==> src/hdl/wake_pkg.sv <==
// Shared types and constants for the wake and interrupt-enable block
package wake_pkg;

  // Instruction opcodes seen from the CPU core, one-hot
  typedef enum logic [5:0] {
    OP_PORT_COND   = 6'h01,  // Loads the port switch enables
    OP_HALT_EN     = 6'h02,  // Loads the halt release enables
    OP_INT_EN      = 6'h04,  // Loads the interrupt enables
    OP_STOP_EN     = 6'h08,  // Loads the stop release enables
    OP_CLEAR_REQ   = 6'h10,  // Clears release request flags
    OP_STATUS_READ = 6'h20   // Copies the fourth status register out
  } instr_op_t;

  // One instruction from the CPU core, valid for one cycle
  typedef struct packed {
    logic       valid;
    instr_op_t  op;
    logic [7:0] data;
  } instr_t;

  // One-cycle event pulses from the neighbouring blocks
  typedef struct packed {
    logic timer1_underflow;
    logic timer2_underflow;
    logic prediv_overflow;
    logic counter_finish;
    logic counter_overflow;
    logic counter_start;
  } events_t;

  // Interrupt acceptance from the CPU core
  typedef struct packed {
    logic       valid;
    logic [2:0] num;
  } int_ack_t;

  // Bit positions in the instruction data
  localparam int SEF_PORT2_BIT  = 3;  // Second port switch enable
  localparam int SEF_PORT1_BIT  = 4;  // First port switch enable
  localparam int STOP_PORT2_BIT = 3;  // Second port stop enable
  localparam int STOP_PORT1_BIT = 4;  // First port stop enable
  localparam int STOP_PIN_BIT   = 5;  // Interrupt pin stop enable
  localparam int STOP_KEY_BIT   = 7;  // Key input stop enable

  // Release request numbering, also the interrupt numbering
  localparam int REQ_PORT       = 0;
  localparam int REQ_TIMER1     = 1;
  localparam int REQ_PIN        = 2;
  localparam int REQ_PREDIV     = 3;
  localparam int REQ_TIMER2     = 4;
  localparam int REQ_KEY        = 5;
  localparam int REQ_COUNTER    = 6;
  localparam int NUM_REQ        = 7;

  // Layout of the synchronised pin vector
  localparam int PIN_PORT1_LSB  = 0;
  localparam int PIN_PORT2_LSB  = 4;
  localparam int PIN_PORT3_LSB  = 8;
  localparam int PIN_INT        = 12;
  localparam int NUM_PINS       = 13;

  // Fourth status register field positions and reserved value
  localparam int STS_CLK_BIT    = 0;
  localparam int STS_WDT_BIT    = 1;
  localparam int STS_OVF_BIT    = 2;
  localparam int STS_RSV_BIT    = 3;
  localparam logic STS_RSV_VAL  = 1'b0;

  // Reset values of the enable registers
  localparam logic [1:0] SEF_RST = 2'h0;
  localparam logic [5:0] HEF_RST = 6'h00;
  localparam logic [6:0] INT_EN_RST = 7'h00;

endpackage

==> src/hdl/wake_release_interrupt_enables.sv <==
// Wake sources, release requests and interrupt enables of the 4-bit core
`timescale 1ns/1ps

// Operation
// RL1: Counter overflow sets flag; counter start clears it
// RL2: Status read copies clock, watchdog, overflow bits
// RL3: First port high in stop sets wake
// RL4: Second port high in stop sets wake
// RL5: Latched key high in stop sets wake
// RL6: Pin change in stop sets wake
// RL7: Stop refused unless designated ports input-low
// RL8: Software clears stop requests before stop
// RL9: Stop-enable instruction loads stop release enables
// RL10: Port-condition instruction loads two switch enables
// RL11: Enabled port change releases halt, sets start
// RL12: Outside holds unchanged port inputs at zero
// RL13: Both enables plus port high release stop; the code releases stop with the stop enable alone
// RL14: Stop release goes halt; high must persist
// RL15: Port start sets request; enable raises interrupt
// RL16: Accepted port interrupt blocks until port-condition
// RL17: Halt enable instruction loads six release enables
// RL18: Pin stop release needs both enables
// RL19: Key stop release needs both enables
// RL20: Interrupt enable instruction loads seven enables
// RL21: Accepting interrupt clears its request and enable
// RL22: Service routine re-arms wanted interrupt enables
// RL23: Halt refused while release signal pending
// RL24: Port-condition instruction clears port start flags
// RL25: Lowest-numbered enabled request is served first
module wake_release_interrupt_enables
  import wake_pkg::*;
(
  input  wire logic       I_CLK,
  input  wire logic       I_SYS_RST,
  input  wire instr_t     i_instr,
  input  wire events_t    i_events,
  input  wire int_ack_t   i_int_ack,
  input  wire logic [3:0] I_PORT1_PINS,
  input  wire logic [3:0] I_PORT1_INPUT_MODE,
  input  wire logic [3:0] I_PORT2_PINS,
  input  wire logic [3:0] I_PORT2_INPUT_MODE,
  input  wire logic [3:0] I_PORT3_PINS,
  input  wire logic [3:0] I_PORT3_INPUT_MODE,
  input  wire logic       I_INT_PIN,
  input  wire logic [3:0] I_KEY_LATCH,
  input  wire logic       I_STOP_MODE,
  input  wire logic       I_CLOCK_SOURCE_SEL,
  input  wire logic       I_WATCHDOG_EN,
  output logic            o_int_req,
  output logic [2:0]      o_int_num,
  output logic            o_halt_block,
  output logic            o_stop_allowed,
  output logic            o_stop_release,
  output logic [1:0]      o_start_flags,
  output logic [6:0]      o_release_req,
  output logic [3:0]      o_status_data
);

  // Whole state of the block, registered in one process
  typedef struct packed {
    logic [NUM_PINS-1:0] sync1;
    logic [NUM_PINS-1:0] sync2;
    logic [NUM_PINS-1:0] sync3;
    logic [NUM_PINS-1:0] filt;
    logic [1:0]          sef;
    logic [5:0]          hef;
    logic [6:0]          int_en;
    logic                stop_en_port1;
    logic                stop_en_port2;
    logic                stop_en_pin;
    logic                stop_en_key;
    logic [6:0]          hrf;
    logic                start_port1;
    logic                start_port2;
    logic                port1_stop_req;
    logic                port2_stop_req;
    logic                key_stop_req;
    logic                stop_wake;
    logic                ovf;
    logic                port_int_block;
    logic                int_req;
    logic [2:0]          int_num;
    logic                halt_block;
    logic                stop_allowed;
    logic [3:0]          status;
  } state_t;

  state_t st;
  state_t next_st;

  // OR of the pins that are in input mode
  function automatic logic or_inputs(input logic [3:0] pins,
                                     input logic [3:0] mode);
    or_inputs = |(pins & mode);
  endfunction

  // True when every pin is an input held low
  function automatic logic idle_inputs(input logic [3:0] pins,
                                       input logic [3:0] mode);
    idle_inputs = (&mode) && !(|pins);
  endfunction

  // Decoded one-hot mask of a request number
  function automatic logic [6:0] req_mask(input logic [2:0] num);
    req_mask = 7'h00;
    if (num < 3'h7)
    begin
      req_mask[num] = 1'b1;
    end
  endfunction

  logic [NUM_PINS-1:0] pins_raw;
  logic [NUM_PINS-1:0] agree;
  logic [NUM_PINS-1:0] changed;
  logic [3:0]          port1_lvl;
  logic [3:0]          port2_lvl;
  logic [3:0]          port3_lvl;
  logic                port1_or;
  logic                port2_or;
  logic                key_or;
  logic                port1_chg;
  logic                port2_chg;
  logic                pin_chg;
  logic                set_start1;
  logic                set_start2;
  logic [6:0]          ack_clear;
  logic [6:0]          plc_clear;
  logic [6:0]          req_set;
  logic [6:0]          pending;
  logic                found;
  logic [2:0]          first_num;

  // External pins gathered into one vector for the synchroniser
  assign pins_raw = {I_INT_PIN, I_PORT3_PINS, I_PORT2_PINS, I_PORT1_PINS};

  // Next-state logic for the whole block
  always_comb
  begin
    next_st = st;

    // Three-stage synchroniser; a level counts once stages 2 and 3 agree
    next_st.sync1 = pins_raw;
    next_st.sync2 = st.sync1;
    next_st.sync3 = st.sync2;
    agree         = ~(st.sync2 ^ st.sync3);
    changed       = agree & (st.sync3 ^ st.filt);
    next_st.filt  = (st.filt & ~agree) | (st.sync3 & agree);

    // Settled pin levels; the bouncing filter itself lives elsewhere
    port1_lvl = st.filt[PIN_PORT1_LSB +: 4];
    port2_lvl = st.filt[PIN_PORT2_LSB +: 4];
    port3_lvl = st.filt[PIN_PORT3_LSB +: 4];
    port1_or  = or_inputs(port1_lvl, I_PORT1_INPUT_MODE);
    port2_or  = or_inputs(port2_lvl, I_PORT2_INPUT_MODE);
    key_or    = |I_KEY_LATCH;  // Latch runs on this clock, no sync needed
    // Any toggle of an input-mode pin is a change; the outside keeps
    // idle pins at zero so one pin alone makes the event
    port1_chg = |(changed[PIN_PORT1_LSB +: 4] & I_PORT1_INPUT_MODE); // see RL12
    port2_chg = |(changed[PIN_PORT2_LSB +: 4] & I_PORT2_INPUT_MODE); // see RL12
    pin_chg   = changed[PIN_INT];

    plc_clear  = 7'h00;
    ack_clear  = 7'h00;
    req_set    = 7'h00;
    set_start1 = 1'b0;
    set_start2 = 1'b0;

    // Instruction decode; a garbled opcode is ignored
    if (i_instr.valid)
    begin
      unique case (i_instr.op)
        OP_PORT_COND:
        begin
          next_st.sef[1]         = i_instr.data[SEF_PORT1_BIT]; // see RL10
          next_st.sef[0]         = i_instr.data[SEF_PORT2_BIT]; // see RL10
          next_st.start_port1    = 1'b0;  // see RL24
          next_st.start_port2    = 1'b0;  // see RL24
          next_st.port_int_block = 1'b0;  // see RL16
        end
        OP_HALT_EN:
        begin
          next_st.hef = i_instr.data[6:1];  // see RL17
        end
        OP_INT_EN:
        begin
          next_st.int_en = i_instr.data[6:0];  // see RL20
        end
        OP_STOP_EN:
        begin
          next_st.stop_en_port1 = i_instr.data[STOP_PORT1_BIT]; // see RL9
          next_st.stop_en_port2 = i_instr.data[STOP_PORT2_BIT]; // see RL9
          next_st.stop_en_pin   = i_instr.data[STOP_PIN_BIT];   // see RL9
          next_st.stop_en_key   = i_instr.data[STOP_KEY_BIT];   // see RL9
        end
        OP_CLEAR_REQ:
        begin
          plc_clear = i_instr.data[6:0];
        end
        OP_STATUS_READ:
        begin
          // Reserved bit reads as a constant
          next_st.status[STS_CLK_BIT] = I_CLOCK_SOURCE_SEL;  // see RL2
          next_st.status[STS_WDT_BIT] = I_WATCHDOG_EN;       // see RL2
          next_st.status[STS_OVF_BIT] = st.ovf;              // see RL2
          next_st.status[STS_RSV_BIT] = STS_RSV_VAL;         // see RL2
        end
        default:
        begin
          plc_clear = 7'h00;
        end
      endcase
    end

    // Stop requests are cleared with their matching release requests,
    // which software does before stopping
    if (plc_clear[REQ_PORT])
    begin
      next_st.port1_stop_req = 1'b0;  // see RL8
      next_st.port2_stop_req = 1'b0;  // see RL8
    end
    if (plc_clear[REQ_KEY])
    begin
      next_st.key_stop_req = 1'b0;  // see RL8
    end

    // Interrupt acceptance drops its request and its own enable
    if (i_int_ack.valid)
    begin
      ack_clear = req_mask(i_int_ack.num);  // see RL21
      // A same-cycle enable write from software wins over the clear
      if (!(i_instr.valid && i_instr.op == OP_INT_EN))
      begin
        next_st.int_en = next_st.int_en & ~ack_clear;  // see RL21
      end
      if (i_int_ack.num == 3'(REQ_PORT))
      begin
        next_st.port_int_block = 1'b1;  // see RL16
      end
    end

    // Halt-mode port wake: a change on an enabled port
    if (!I_STOP_MODE)
    begin
      set_start1 = st.sef[1] && port1_chg;  // see RL11
      set_start2 = st.sef[0] && port2_chg;  // see RL11
    end
    else
    begin
      // Stop-mode port start flag needs the switch and stop enables and a
      // high level; the CPU drops back to halt and then to stop again
      // if the level has gone before the debouncer saw it
      set_start1 = st.sef[1] && st.stop_en_port1
                   && port1_or;  // see RL13, RL14
      set_start2 = st.sef[0] && st.stop_en_port2
                   && port2_or;  // see RL13, RL14
    end
    if (set_start1)
    begin
      next_st.start_port1 = 1'b1;  // see RL11
    end
    if (set_start2)
    begin
      next_st.start_port2 = 1'b1;  // see RL11
    end

    // Release request sources; a set in the cycle of a clear wins
    req_set[REQ_PORT]    = set_start1 || set_start2;          // see RL15
    req_set[REQ_TIMER1]  = i_events.timer1_underflow;
    req_set[REQ_PIN]     = pin_chg;
    req_set[REQ_PREDIV]  = i_events.prediv_overflow;
    req_set[REQ_TIMER2]  = i_events.timer2_underflow;
    req_set[REQ_KEY]     = key_or;
    req_set[REQ_COUNTER] = i_events.counter_finish;
    next_st.hrf = (st.hrf & ~plc_clear & ~ack_clear) | req_set;

    // Stop release requests while stopped
    if (I_STOP_MODE)
    begin
      if (port1_or)
      begin
        next_st.port1_stop_req = 1'b1;  // see RL3
      end
      if (port2_or)
      begin
        next_st.port2_stop_req = 1'b1;  // see RL4
      end
      if (key_or)
      begin
        next_st.key_stop_req = 1'b1;  // see RL5
      end
      // Wake flag from a port with its stop enable, or from a pin or key with both enables
      if ((port1_or && st.stop_en_port1)                  // see RL3
          || (port2_or && st.stop_en_port2)               // see RL4
          || (key_or && st.stop_en_key && st.hef[4])      // see RL5, RL19
          || (pin_chg && st.stop_en_pin && st.hef[1])     // see RL6, RL18
          || set_start1 || set_start2)
      begin
        next_st.stop_wake = 1'b1;
      end
    end
    else
    begin
      next_st.stop_wake = 1'b0;  // Ends with the stop mode itself
    end

    // Counter overflow flag; overflow wins over a same-cycle start
    if (i_events.counter_start)
    begin
      next_st.ovf = 1'b0;  // see RL1
    end
    if (i_events.counter_overflow)
    begin
      next_st.ovf = 1'b1;  // see RL1
    end

    // Pending interrupts; the port path may be held off after service
    pending    = next_st.hrf & next_st.int_en;
    pending[0] = pending[0] && !next_st.port_int_block;  // see RL16
    found      = 1'b0;
    first_num  = 3'h0;
    for (int n = 0; n < NUM_REQ; n++)
    begin
      if (pending[n] && !found)
      begin
        found     = 1'b1;
        first_num = 3'(n);  // see RL25
      end
    end
    next_st.int_req = found;      // see RL15, RL20
    next_st.int_num = first_num;  // see RL25

    // Any pending halt release signal keeps the core out of halt
    next_st.halt_block = next_st.start_port1 || next_st.start_port2
                         || |(next_st.hrf[6:1] & next_st.hef); // see RL23

    // Stop only with both designated ports as inputs held low
    next_st.stop_allowed = idle_inputs(port1_lvl, I_PORT1_INPUT_MODE)
                           && idle_inputs(port3_lvl,
                                          I_PORT3_INPUT_MODE); // see RL7
  end

  // State register with synchronous reset
  always_ff @(posedge I_CLK)
  begin
    if (I_SYS_RST)
    begin
      st <= '0;
    end
    else
    begin
      st <= next_st;
    end
  end

  // All outputs come straight from the state register
  assign o_int_req      = st.int_req;
  assign o_int_num      = st.int_num;
  assign o_halt_block   = st.halt_block;
  assign o_stop_allowed = st.stop_allowed;
  assign o_stop_release = st.stop_wake;
  assign o_start_flags  = {st.start_port2, st.start_port1};
  assign o_release_req  = st.hrf;
  assign o_status_data  = st.status;

endmodule

==> config.mk <==
export PLATFORM = sky130hd
export DESIGN_NAME = wake_release_interrupt_enables
export DESIGN_NICKNAME = d
export VERILOG_FILES = /design/src/hdl/wake_pkg.sv /design/src/hdl/wake_release_interrupt_enables.sv
export SDC_FILE = /design/constraint.sdc
export NUM_CORES = 1
export LEC_CHECK = 0
export BUFFER_PORTS_ARGS = -buffer_cell sky130_fd_sc_hd__buf_4
export CAP_MARGIN = 15
export CELL_PAD_IN_SITES_DETAIL_PLACEMENT = 0
export CELL_PAD_IN_SITES_GLOBAL_PLACEMENT = 1
export CORE_MARGIN = 2
export CORE_UTILIZATION = 37
export CTS_CLUSTER_DIAMETER = 80
export DETAILED_ROUTE_END_ITERATION = 12
export GPL_TIMING_DRIVEN = 0
export PLACE_DENSITY_LB_ADDON = 0.1
export SLEW_MARGIN = 10
export SYNTH_ARGS = -nofsm -noshare
export SYNTH_HDL_FRONTEND = slang
export SYNTH_SLANG_ARGS = --single-unit
==> constraint.sdc <==
create_clock -name I_CLK -period 2.3 [get_ports I_CLK]
set_input_delay 0.23 -clock I_CLK [delete_from_list [all_inputs] [get_ports I_CLK]]
set_output_delay 0.23 -clock I_CLK [all_outputs]
set_load 0.05 [all_outputs]
==> results.tsv, run 1 <==
stage	metric	value	unit
status	outcome	finished, final reports clean	
synthesis	seq_area_frac_synth	48.9	%
run	drv_cap	0	
global_route	grt_pass1_wl	15000	um
synthesis	yosys_warnings	0	
setup_path	crit_start	i_instr[11]	
setup_path	critPathTopFamily	simple AND/OR/NAND/NOR gates	
cts	cts_setup_buffers	0	
cts	hold_buffers	0	
synthesis	synthArstFlopShare	0	%
cts	clk_pin_slew	0.09	ns
timing	max-slew-margin-rel	42.5	%
timing	tightestPinTransition	0.850	ns
setup_path	arrival	2.38	ns
synthesis	synth.avg_cell_area	9.58	sq um
timing	hold_viol	0	
drt	vias_per_cell	4.99	
power	ir_worst_vdd	0.297	mV
drt	drtAntennaViolNets	0	
synthesis	synth_edf_count	0	
setup_path	critPathRequiredTime	2.50	ns
timing	max_freq	459	MHz
setup_path	crit_buf_inv	1	
setup_path	start_kind	input port	
timing	fin_skew	0.0164	ns
synthesis	syn-cell-area	3770	sq um
setup_path	end_kind	flip-flop	
setup_path	reg2regPathDepth	5	
cts	htree_levels	3	
synthesis	synth_common_cells	dfxtp_1 (92), nor2b_1 (42), a21oi_1 (28), nor2_1 (24), o21ai_0 (23)	
synthesis	synth_top_family_by_area	simple AND/OR/NAND/NOR gates	
setup_path	worstReg2RegEnd	o_int_num[1]	
synthesis	synth_top_area_share	48.9	%
cells_and_area	final_util	48.0	%
synthesis	syn_inst	393	
drt	wl_per_cell	14.7	um
cells_and_area	area_growth	25.2	%
power	power	2.99	mW
cts	clkLatencyLatePin	0.35	ns
setup_path	cpPeakStageDelay	0.50	ns
cells_and_area	nNetsFinal	540	
synthesis	synth_seq_cells	92	
drt	drt_iter0_drc	114	
synthesis	netlist-cell-type-count	56	
timing	setup_viol	0	
synthesis	synth-simple-area-share	25.0	%
timing	period_share	94.8	%
floorplanning	pin_count	79	
setup_path	cp-endpoint	o_halt_block	
floorplanning	die_h	105	um
setup_path	crit_type	in2reg	
setup_path	path_depth	6	
hold_path	hp-start	i_events[1]	
place	dpl.hpwl	6970	um
synthesis	synth_most_common_cell	dfxtp_1	
global_route	grt_max_degree	15	
drt	drc	0	
synthesis	ys_top_cells_by_area	dfxtp_1 (49%), nor2b_1 (7.0%), a21oi_1 (3.7%), buf_4 (3.2%), o21ai_0 (3.1%)	
setup_path	slowest_stage	nor3b_1	
floorplanning	start_util	38.4	%
setup_path	worst-path-max-fanout	6	
global_route	grt_usage	17.2	%
floorplanning	chipWidth	105	um
cts	tritoncts	built	
place	io_buffer_count	77	
place	dp.cells	603	
drt	via_count	3085	
synthesis	syn_nets	452	
cells_and_area	stdcell_count	618	
floorplanning	die_area	11000	sq um
cts	clock-root-buffer	clkbuf_8	
hold_path	hold_path.class	in2reg	
floorplanning	core_area	9820	sq um
floorplanning	row_count	36	
synthesis	ys.flop_type	dfxtp_1	
synthesis	synth_adder_area_share	0	%
drt	drt_first_pass_iters	4	
power	leakage	1.89	nW
cts	clkSinkCount	92	
timing	period_minus_slack	2.18	ns
setup_path	path_cells	buf_4 > nor3b_1 > nand4b_1 > mux2_2 > a222oi_1 > a41oi_1	
synthesis	yosysTopAreaCell	dfxtp_1	
synthesis	synth_xor_xnor_area_share	0	%
cells_and_area	drive_gt1_share	24.7	%
cts	cts_buffers	9	
cts	clock_path_buffers	2	
place	gp_congestion	0.830	
global_route	globalRouteOverflowTotal	0	
global_route	grt_pass1_vias	2970	
drt	wl	9090	um
power	p_per_area	634	nW/um^2
synthesis	synth_compound_area_share	17.2	%
cells_and_area	diodes	0	
setup_path	ff2ff_setup_slack	0.30	ns
timing	rsz0062_at_grt	no	
global_route	grt_antenna_before_repair	0	
timing	slew_violations	0	
synthesis	synthMuxAreaShare	3.29	%
==> worst register-to-register path, delay by kind of cell (launching register included) <==
family,cells,cell delay (ns)
flip-flops,1,0.41
AND/OR/NAND/NOR,3,0.85
AO/OA/AOI/OAI,2,0.61
==> report_power, final <==
| group | total [mW] | internal (mW) | switching [mW] | leakage (nW) |
|---|---|---|---|---|
| registers | 1.65 | 1.63 | 0.0187 | 0.750 |
| clock network | 1.07 | 0.521 | 0.545 | 0.0979 |
| logic | 0.276 | 0.132 | 0.144 | 1.05 |
==> per-layer routing <==
metal	track usage [%]	routed length, um	vias to the layer above
met3	3.81	391	8
met1	21.4	4090	1415
met2	29.3	4500	75
met5	0	0	-
met4	5.71	113	0
li1	-	-	1587
==> cells by family after synthesis <==
family,count (synthesis)
other,1
buffers and inverters,39
muxes,12
DFF,92
AOI/OAI and AO/OA,97
and+or+nand+nor,152
==> worst min path at each step <==
stage / to / slack (ns) / cells after the start
detailed placement: next_st[68] / 0.42 / 1
global placement: next_st[65] / 0.42 / 1
floorplan: st[11] / 0.35 / 2
CTS: st[11] / 0.07 / 3
finish: st[11] / 0.09 / 3
global route: next_st[82] / 0.08 / 2
==> placed cells by master (no fill, tap or decap), drive strengths merged, types with 2 or more instances in the layout <==
| master | synthesis | final |
|---|---|---|
| o21a | 3 | 3 |
| nor2b | 42 | 42 |
| nand3 | 9 | 9 |
| o311a | 3 | 3 |
| a2bb2oi | 2 | 2 |
| nor4bb | 5 | 5 |
| or4 | 2 | 2 |
| nor3b | 5 | 5 |
| nand4 | 3 | 3 |
| and3b | 4 | 4 |
| and4 | 2 | 2 |
| nand2 | 20 | 20 |
| a2111oi | 2 | 2 |
| dfxtp | 92 | 92 |
| a311oi | 3 | 3 |
| clkinv | 0 | 3 |
| o21ai | 23 | 23 |
| a31oi | 2 | 2 |
| a221oi | 4 | 4 |
| a22oi | 6 | 6 |
| mux2i | 9 | 9 |
| and2 | 7 | 7 |
| a21oi | 28 | 28 |
| or4bb | 3 | 3 |
| and4b | 5 | 5 |
| o221ai | 2 | 2 |
| nor4 | 3 | 3 |
| clkbuf | 12 | 22 |
| inv | 9 | 9 |
| mux2 | 3 | 3 |
| nand4b | 5 | 5 |
| nand3b | 2 | 2 |
| nor4b | 5 | 5 |
| buf | 18 | 95 |
| or3b | 2 | 2 |
| o211ai | 6 | 6 |
| nor2 | 24 | 24 |
| or3 | 2 | 2 |
==> cell type report <==
class	count	area (sq um)
Sequential cell	92	1840
Timing Repair Buffer	77	578
Tap cell	133	166
Inverter	9	33.8
Fill cell	990	5100
Buffer	30	175
Clock buffer	10	138
Clock inverter	5	52.6
Multi-Input combinational cell	262	1730
==> through the flow <==
step / worst slack [ns] / hold slack [ns] / setup TNS [ns] / instance area (sq um)
after floorplan: 0.139 / 0.347 / 0 / 3770
after global placement: -0.637 / 0.415 / -2.37 / 4510
after detailed placement: -0.372 / 0.422 / -1.65 / 4520
after CTS: 0.119 / 0.0716 / 0 / 4710
after global routing: 0.0383 / 0.0752 / 0 / 4710
final: 0.120 / 0.0878 / 0 / 4710
==> repair_timing <==
item | in CTS | in global routing
gates resized for setup | 1 | 2
endpoints found under the hold margin | 0 | 0
setup endpoints to repair | 2 | 1
(Power assumes the default switching activity.)
==> inputs of run 2 (changes only) <==
- CTS_BUF_LIST: default -> sky130_fd_sc_hd__clkbuf_16
==> run 2 against run 1 <==
  * Routed wire length up 0.14%
  * Utilization is 0.93 points higher
  * Sequential cell count unchanged
  * Power up 12%
  * Highest routed layer unchanged
  * Global-route usage about the same
  * Largest cell class unchanged
==> results.tsv, run 2 (synthesis gave the netlist of run 1 again) <==
stage	metric	value	unit
drt	drc	0	
hold_path	hold_depth	3	
power	leakage	1.93	nW
power	power	3.34	mW
cells_and_area	drive_gt1_share	24.5	%
timing	setup_viol	0	
setup_path	worst-path-max-fanout	6	
drt	drt_iter0_drc	92	
cts	tritoncts	built	
floorplanning	die_area	11000	sq um
cells_and_area	nNetsFinal	540	
setup_path	reg2regPathDepth	5	
floorplanning	die_h	105	um
floorplanning	start_util	38.4	%
status	outcome	finished, final reports clean	
cts	clkSinkCount	92	
power	p_per_area	695	nW/um^2
timing	hold-worst-slack	0.110	ns
place	io_buffer_count	77	
setup_path	critPathTopFamily	simple AND/OR/NAND/NOR gates	
timing	rsz0062_at_grt	no	
power	ir_worst_vdd	0.386	mV
drt	vias_per_cell	5.04	
setup_path	cpPeakStageDelay	0.52	ns
run	drv_cap	0	
floorplanning	pin_count	79	
place	gp_congestion	0.830	
place	dpl.hpwl	6970	um
timing	fin_skew	0.00794	ns
floorplanning	row_count	36	
timing	max_freq	458	MHz
drt	drtAntennaViolNets	0	
setup_path	path_depth	6	
timing	hold_viol	0	
timing	slew_violations	0	
global_route	grt_pass1_vias	2974	
cts	clkLatencyLatePin	0.33	ns
setup_path	start_kind	input port	
global_route	grt_max_degree	15	
timing	period_minus_slack	2.18	ns
global_route	grt_antenna_before_repair	0	
drt	wl_per_cell	14.7	um
setup_path	crit_type	in2reg	
drt	via_count	3117	
drt	wl	9110	um
cts	clk_pin_slew	0.06	ns
cts	hold_buffers	0	
hold_path	hold_path.class	in2reg	
setup_path	end_kind	flip-flop	
cts	htree_levels	3	
floorplanning	chipWidth	105	um
setup_path	arrival	2.35	ns
cells_and_area	diodes	0	
setup_path	crit_buf_inv	1	
floorplanning	core_area	9820	sq um
setup_path	slowest_stage	nor3b_1	
cts	cts_buffers	9	
cells_and_area	final_cell_mix	buf_4 (93), dfxtp_1 (92), nor2b_1 (42), a21oi_1 (28), nor2_1 (24)	
global_route	grt_usage	17.1	%
timing	max-slew-margin-rel	40.8	%
cts	clock_path_buffers	2	
cells_and_area	fillers	981	
global_route	grt_pass1_wl	15000	um
setup_path	path_cells	buf_4 > nor3b_1 > nand4b_1 > mux2_2 > a222oi_1 > a41oi_1	
drt	drt_first_pass_iters	4	
cts	cts_setup_buffers	0	
setup_path	critPathRequiredTime	2.47	ns
cells_and_area	final_common_cell	buf_4	
cells_and_area	final_area	4810	sq um
cells_and_area	area_growth	27.6	%
place	dpl_cell_area	4520	sq um
global_route	globalRouteOverflowTotal	0	
timing	period_share	94.8	%
timing	tightestPinTransition	0.876	ns
cts	clock-root-buffer	clkbuf_16	
run 2: final cells by class:
type | count | area, sq um | area share [%]
Sequential cell | 92 | 1840 | 38.3
Multi-Input combinational cell | 262 | 1730 | 36.0
Timing Repair Buffer | 77 | 578 | 12.0
Clock buffer | 9 | 225 | 4.69
Buffer | 30 | 175 | 3.64
Tap cell | 133 | 166 | 3.46
Clock inverter | 6 | 56.3 | 1.17
Inverter | 9 | 33.8 | 0.703
run 2: per-stage QoR:
stage	utilization, %	instances	setup TNS, ns	setup slack, ns
global route	48.9	618	0	0.00339
global placement	45.9	603	-2.37	-0.637
finish	48.9	618	0	0.119
CTS	48.9	618	0	0.0873
floorplan	-	393	0	0.139
detailed placement	46.0	603	-1.65	-0.372
run 2: repair_timing:
action                     CTS  global route
pin swaps                    0             1
gates resized for setup      1             2
setup endpoints to repair    3             3
run 2: final timing paths:
path                             startpoint           end  slack [ns]
worst max-delay path            i_instr[11]  o_halt_block        0.12
worst min-delay path            i_events[1]        st[11]        0.11
worst max register to register    flip-flop  o_int_num[1]        0.31
worst min register to register  next_st[81]   next_st[68]        0.43
run 2: worst reg2reg max path, stage by stage, from the launching register on:
cell and delay, ns:
dfxtp_1 0.41, and4b_1 0.21, nor4_1 0.38, and4_1 0.26
o221ai_1 0.23, a2111oi_0 0.38
run 2: power by group:
group	internal, mW	switching [mW]
combinational	0.132	0.145
clock	0.826	0.584
sequential	1.63	0.0187
run 2: metal layers:
layer	wire [um]	share of wire (%)	track usage (%)	vias up
met4	175	1.9	7.43	0
met5	0	0	0	-
li1	-	-	-	1592
met3	399	4.4	2.50	14
met1	4090	45	21.5	1424
met2	4440	49	29.2	87
==> inputs of run 3 (changes only) <==
- PLACE_DENSITY: default -> 0.74
- PLACE_DENSITY_LB_ADDON: 0.1 -> default
==> run 3 against run 2 <==
  * Sequential cell count unchanged
  * Final cell count increased by 0.16%
  * Largest cell class unchanged
  * Clock power increased by 14%
  * Critical endpoint is now o_int_num[2]
==> results.tsv, run 3 (synthesis gave the netlist of run 1 again) <==
stage	metric	value	unit
timing	setup_viol	0	
place	io_buffer_count	77	
setup_path	arrival	2.36	ns
global_route	grt_pass1_wl	15500	um
drt	drt_iter0_drc	96	
drt	drt_first_pass_iters	4	
cells_and_area	area_growth	29.0	%
setup_path	start_kind	input port	
global_route	globalRouteOverflowTotal	0	
timing	max-slew-margin-rel	40.1	%
timing	hold-worst-slack	0.101	ns
floorplanning	start_util	38.4	%
setup_path	worst-path-max-fanout	6	
cts	htree_levels	3	
hold_path	hold_path.class	in2reg	
drt	drc	0	
place	gp_congestion	0.850	
cts	cts_setup_buffers	0	
timing	fin_skew	0.00771	ns
hold_path	hp-start	I_PORT1_PINS[3]	
floorplanning	die_area	11000	sq um
global_route	grt_pass1_vias	3089	
power	leakage	1.95	nW
timing	period_share	92.7	%
cells_and_area	diodes	0	
cells_and_area	drive_gt1_share	25.1	%
cells_and_area	final_cell_mix	buf_4 (93), dfxtp_1 (92), nor2b_1 (42), a21oi_1 (28), nor2_1 (24)	
drt	wl_per_cell	15.0	um
cts	clock_path_buffers	2	
floorplanning	core_area	9820	sq um
cells_and_area	stdcell_count	619	
cts	clock-root-buffer	clkbuf_16	
cells_and_area	nNetsFinal	540	
cts	clkSinkCount	92	
floorplanning	chipWidth	105	um
timing	period_minus_slack	2.13	ns
floorplanning	die_h	105	um
timing	setup_slack	0.169	ns
timing	tightestPinTransition	0.886	ns
cts	clk_pin_slew	0.07	ns
cells_and_area	final_common_cell	buf_4	
power	p_per_area	729	nW/um^2
floorplanning	row_count	36	
drt	wl	9310	um
power	ir_worst_vdd	0.386	mV
setup_path	crit_type	in2reg	
status	outcome	finished, final reports clean	
drt	drtAntennaViolNets	0	
drt	vias_per_cell	5.07	
place	dp_slack	-0.334	ns
timing	slew_violations	0	
floorplanning	pin_count	79	
drt	via_count	3136	
cts	clkLatencyLatePin	0.34	ns
setup_path	end_kind	flip-flop	
timing	rsz0062_at_grt	no	
cts	cts_buffers	9	
global_route	grt_max_degree	18	
cts	hold_buffers	0	
cells_and_area	final_util	49.5	%
cells_and_area	fillers	973	
cts	tritoncts	built	
setup_path	critPathRequiredTime	2.53	ns
global_route	grt_antenna_before_repair	0	
place	dp.cells	603	
place	dpl.hpwl	7060	um
cts	cts_resized	1	
setup_path	crit_start	i_instr[8]	
run	drv_cap	0	
global_route	grt_usage	17.8	%
timing	max_freq	469	MHz
timing	hold_viol	0	
## run 3: cell types whose count changed in the layout (fill, tap and decap cells not counted), sizes merged
cell,previous run,this run
inv,9,12
clkinv,4,0
clkinvlp,1,2
bufinv,1,2
## run 3: report_power, final
group / internal [mW] / switching, mW
Combinational: 0.133 / 0.146
Clock: 0.968 / 0.645
Sequential: 1.63 / 0.0197
## run 3: worst max-delay path, stage by stage
cell	delay, ns
buf_4	0.13
or4_1	0.50
buf_2	0.17
o311a_1	0.36
a2bb2oi_1	0.20
or3_1	0.42
a2111oi_2	0.35
## run 3: cell type report
cell class | count | area, sq um | share of cell area [%]
Buffer | 30 | 175 | 3.60
Tap cell | 133 | 166 | 3.42
Inverter | 9 | 33.8 | 0.695
Timing Repair Buffer | 77 | 578 | 11.9
Clock buffer | 9 | 225 | 4.63
Clock inverter | 7 | 104 | 2.14
Sequential cell | 92 | 1840 | 37.9
Multi-Input combinational cell | 262 | 1740 | 35.7
## run 3: path summary, 6_finish.rpt
kind | to | slack, ns | depth (start not counted)
max | o_int_num[2] | 0.17 | 7
min | next_st[73] | 0.10 | 2
max reg2reg | o_int_num[1] | 0.28 | 5
min reg2reg | next_st[69] | 0.44 | 1
## run 3: per-stage QoR
step / instance area [sq um] / setup TNS, ns / total power, mW
CTS: 4850 / 0 / 3.59
global route: 4860 / 0 / 3.68
finish: 4860 / 0 / 3.54
detailed placement: 4520 / -1.40 / 1.97
floorplan: 3770 / 0 / 1.82
global placement: 4510 / -1.80 / 1.96
## run 3: per-layer routing
metal / share of wire, % / routed length [um] / vias to the layer above / GRT usage [%]
met4: 1.9 / 176 / 0 / 7.05
met2: 48 / 4490 / 82 / 30.1
li1: - / - / 1594 / -
met1: 45 / 4200 / 1451 / 22.0
met5: 0 / 0 / - / 0
met3: 4.8 / 449 / 9 / 3.87
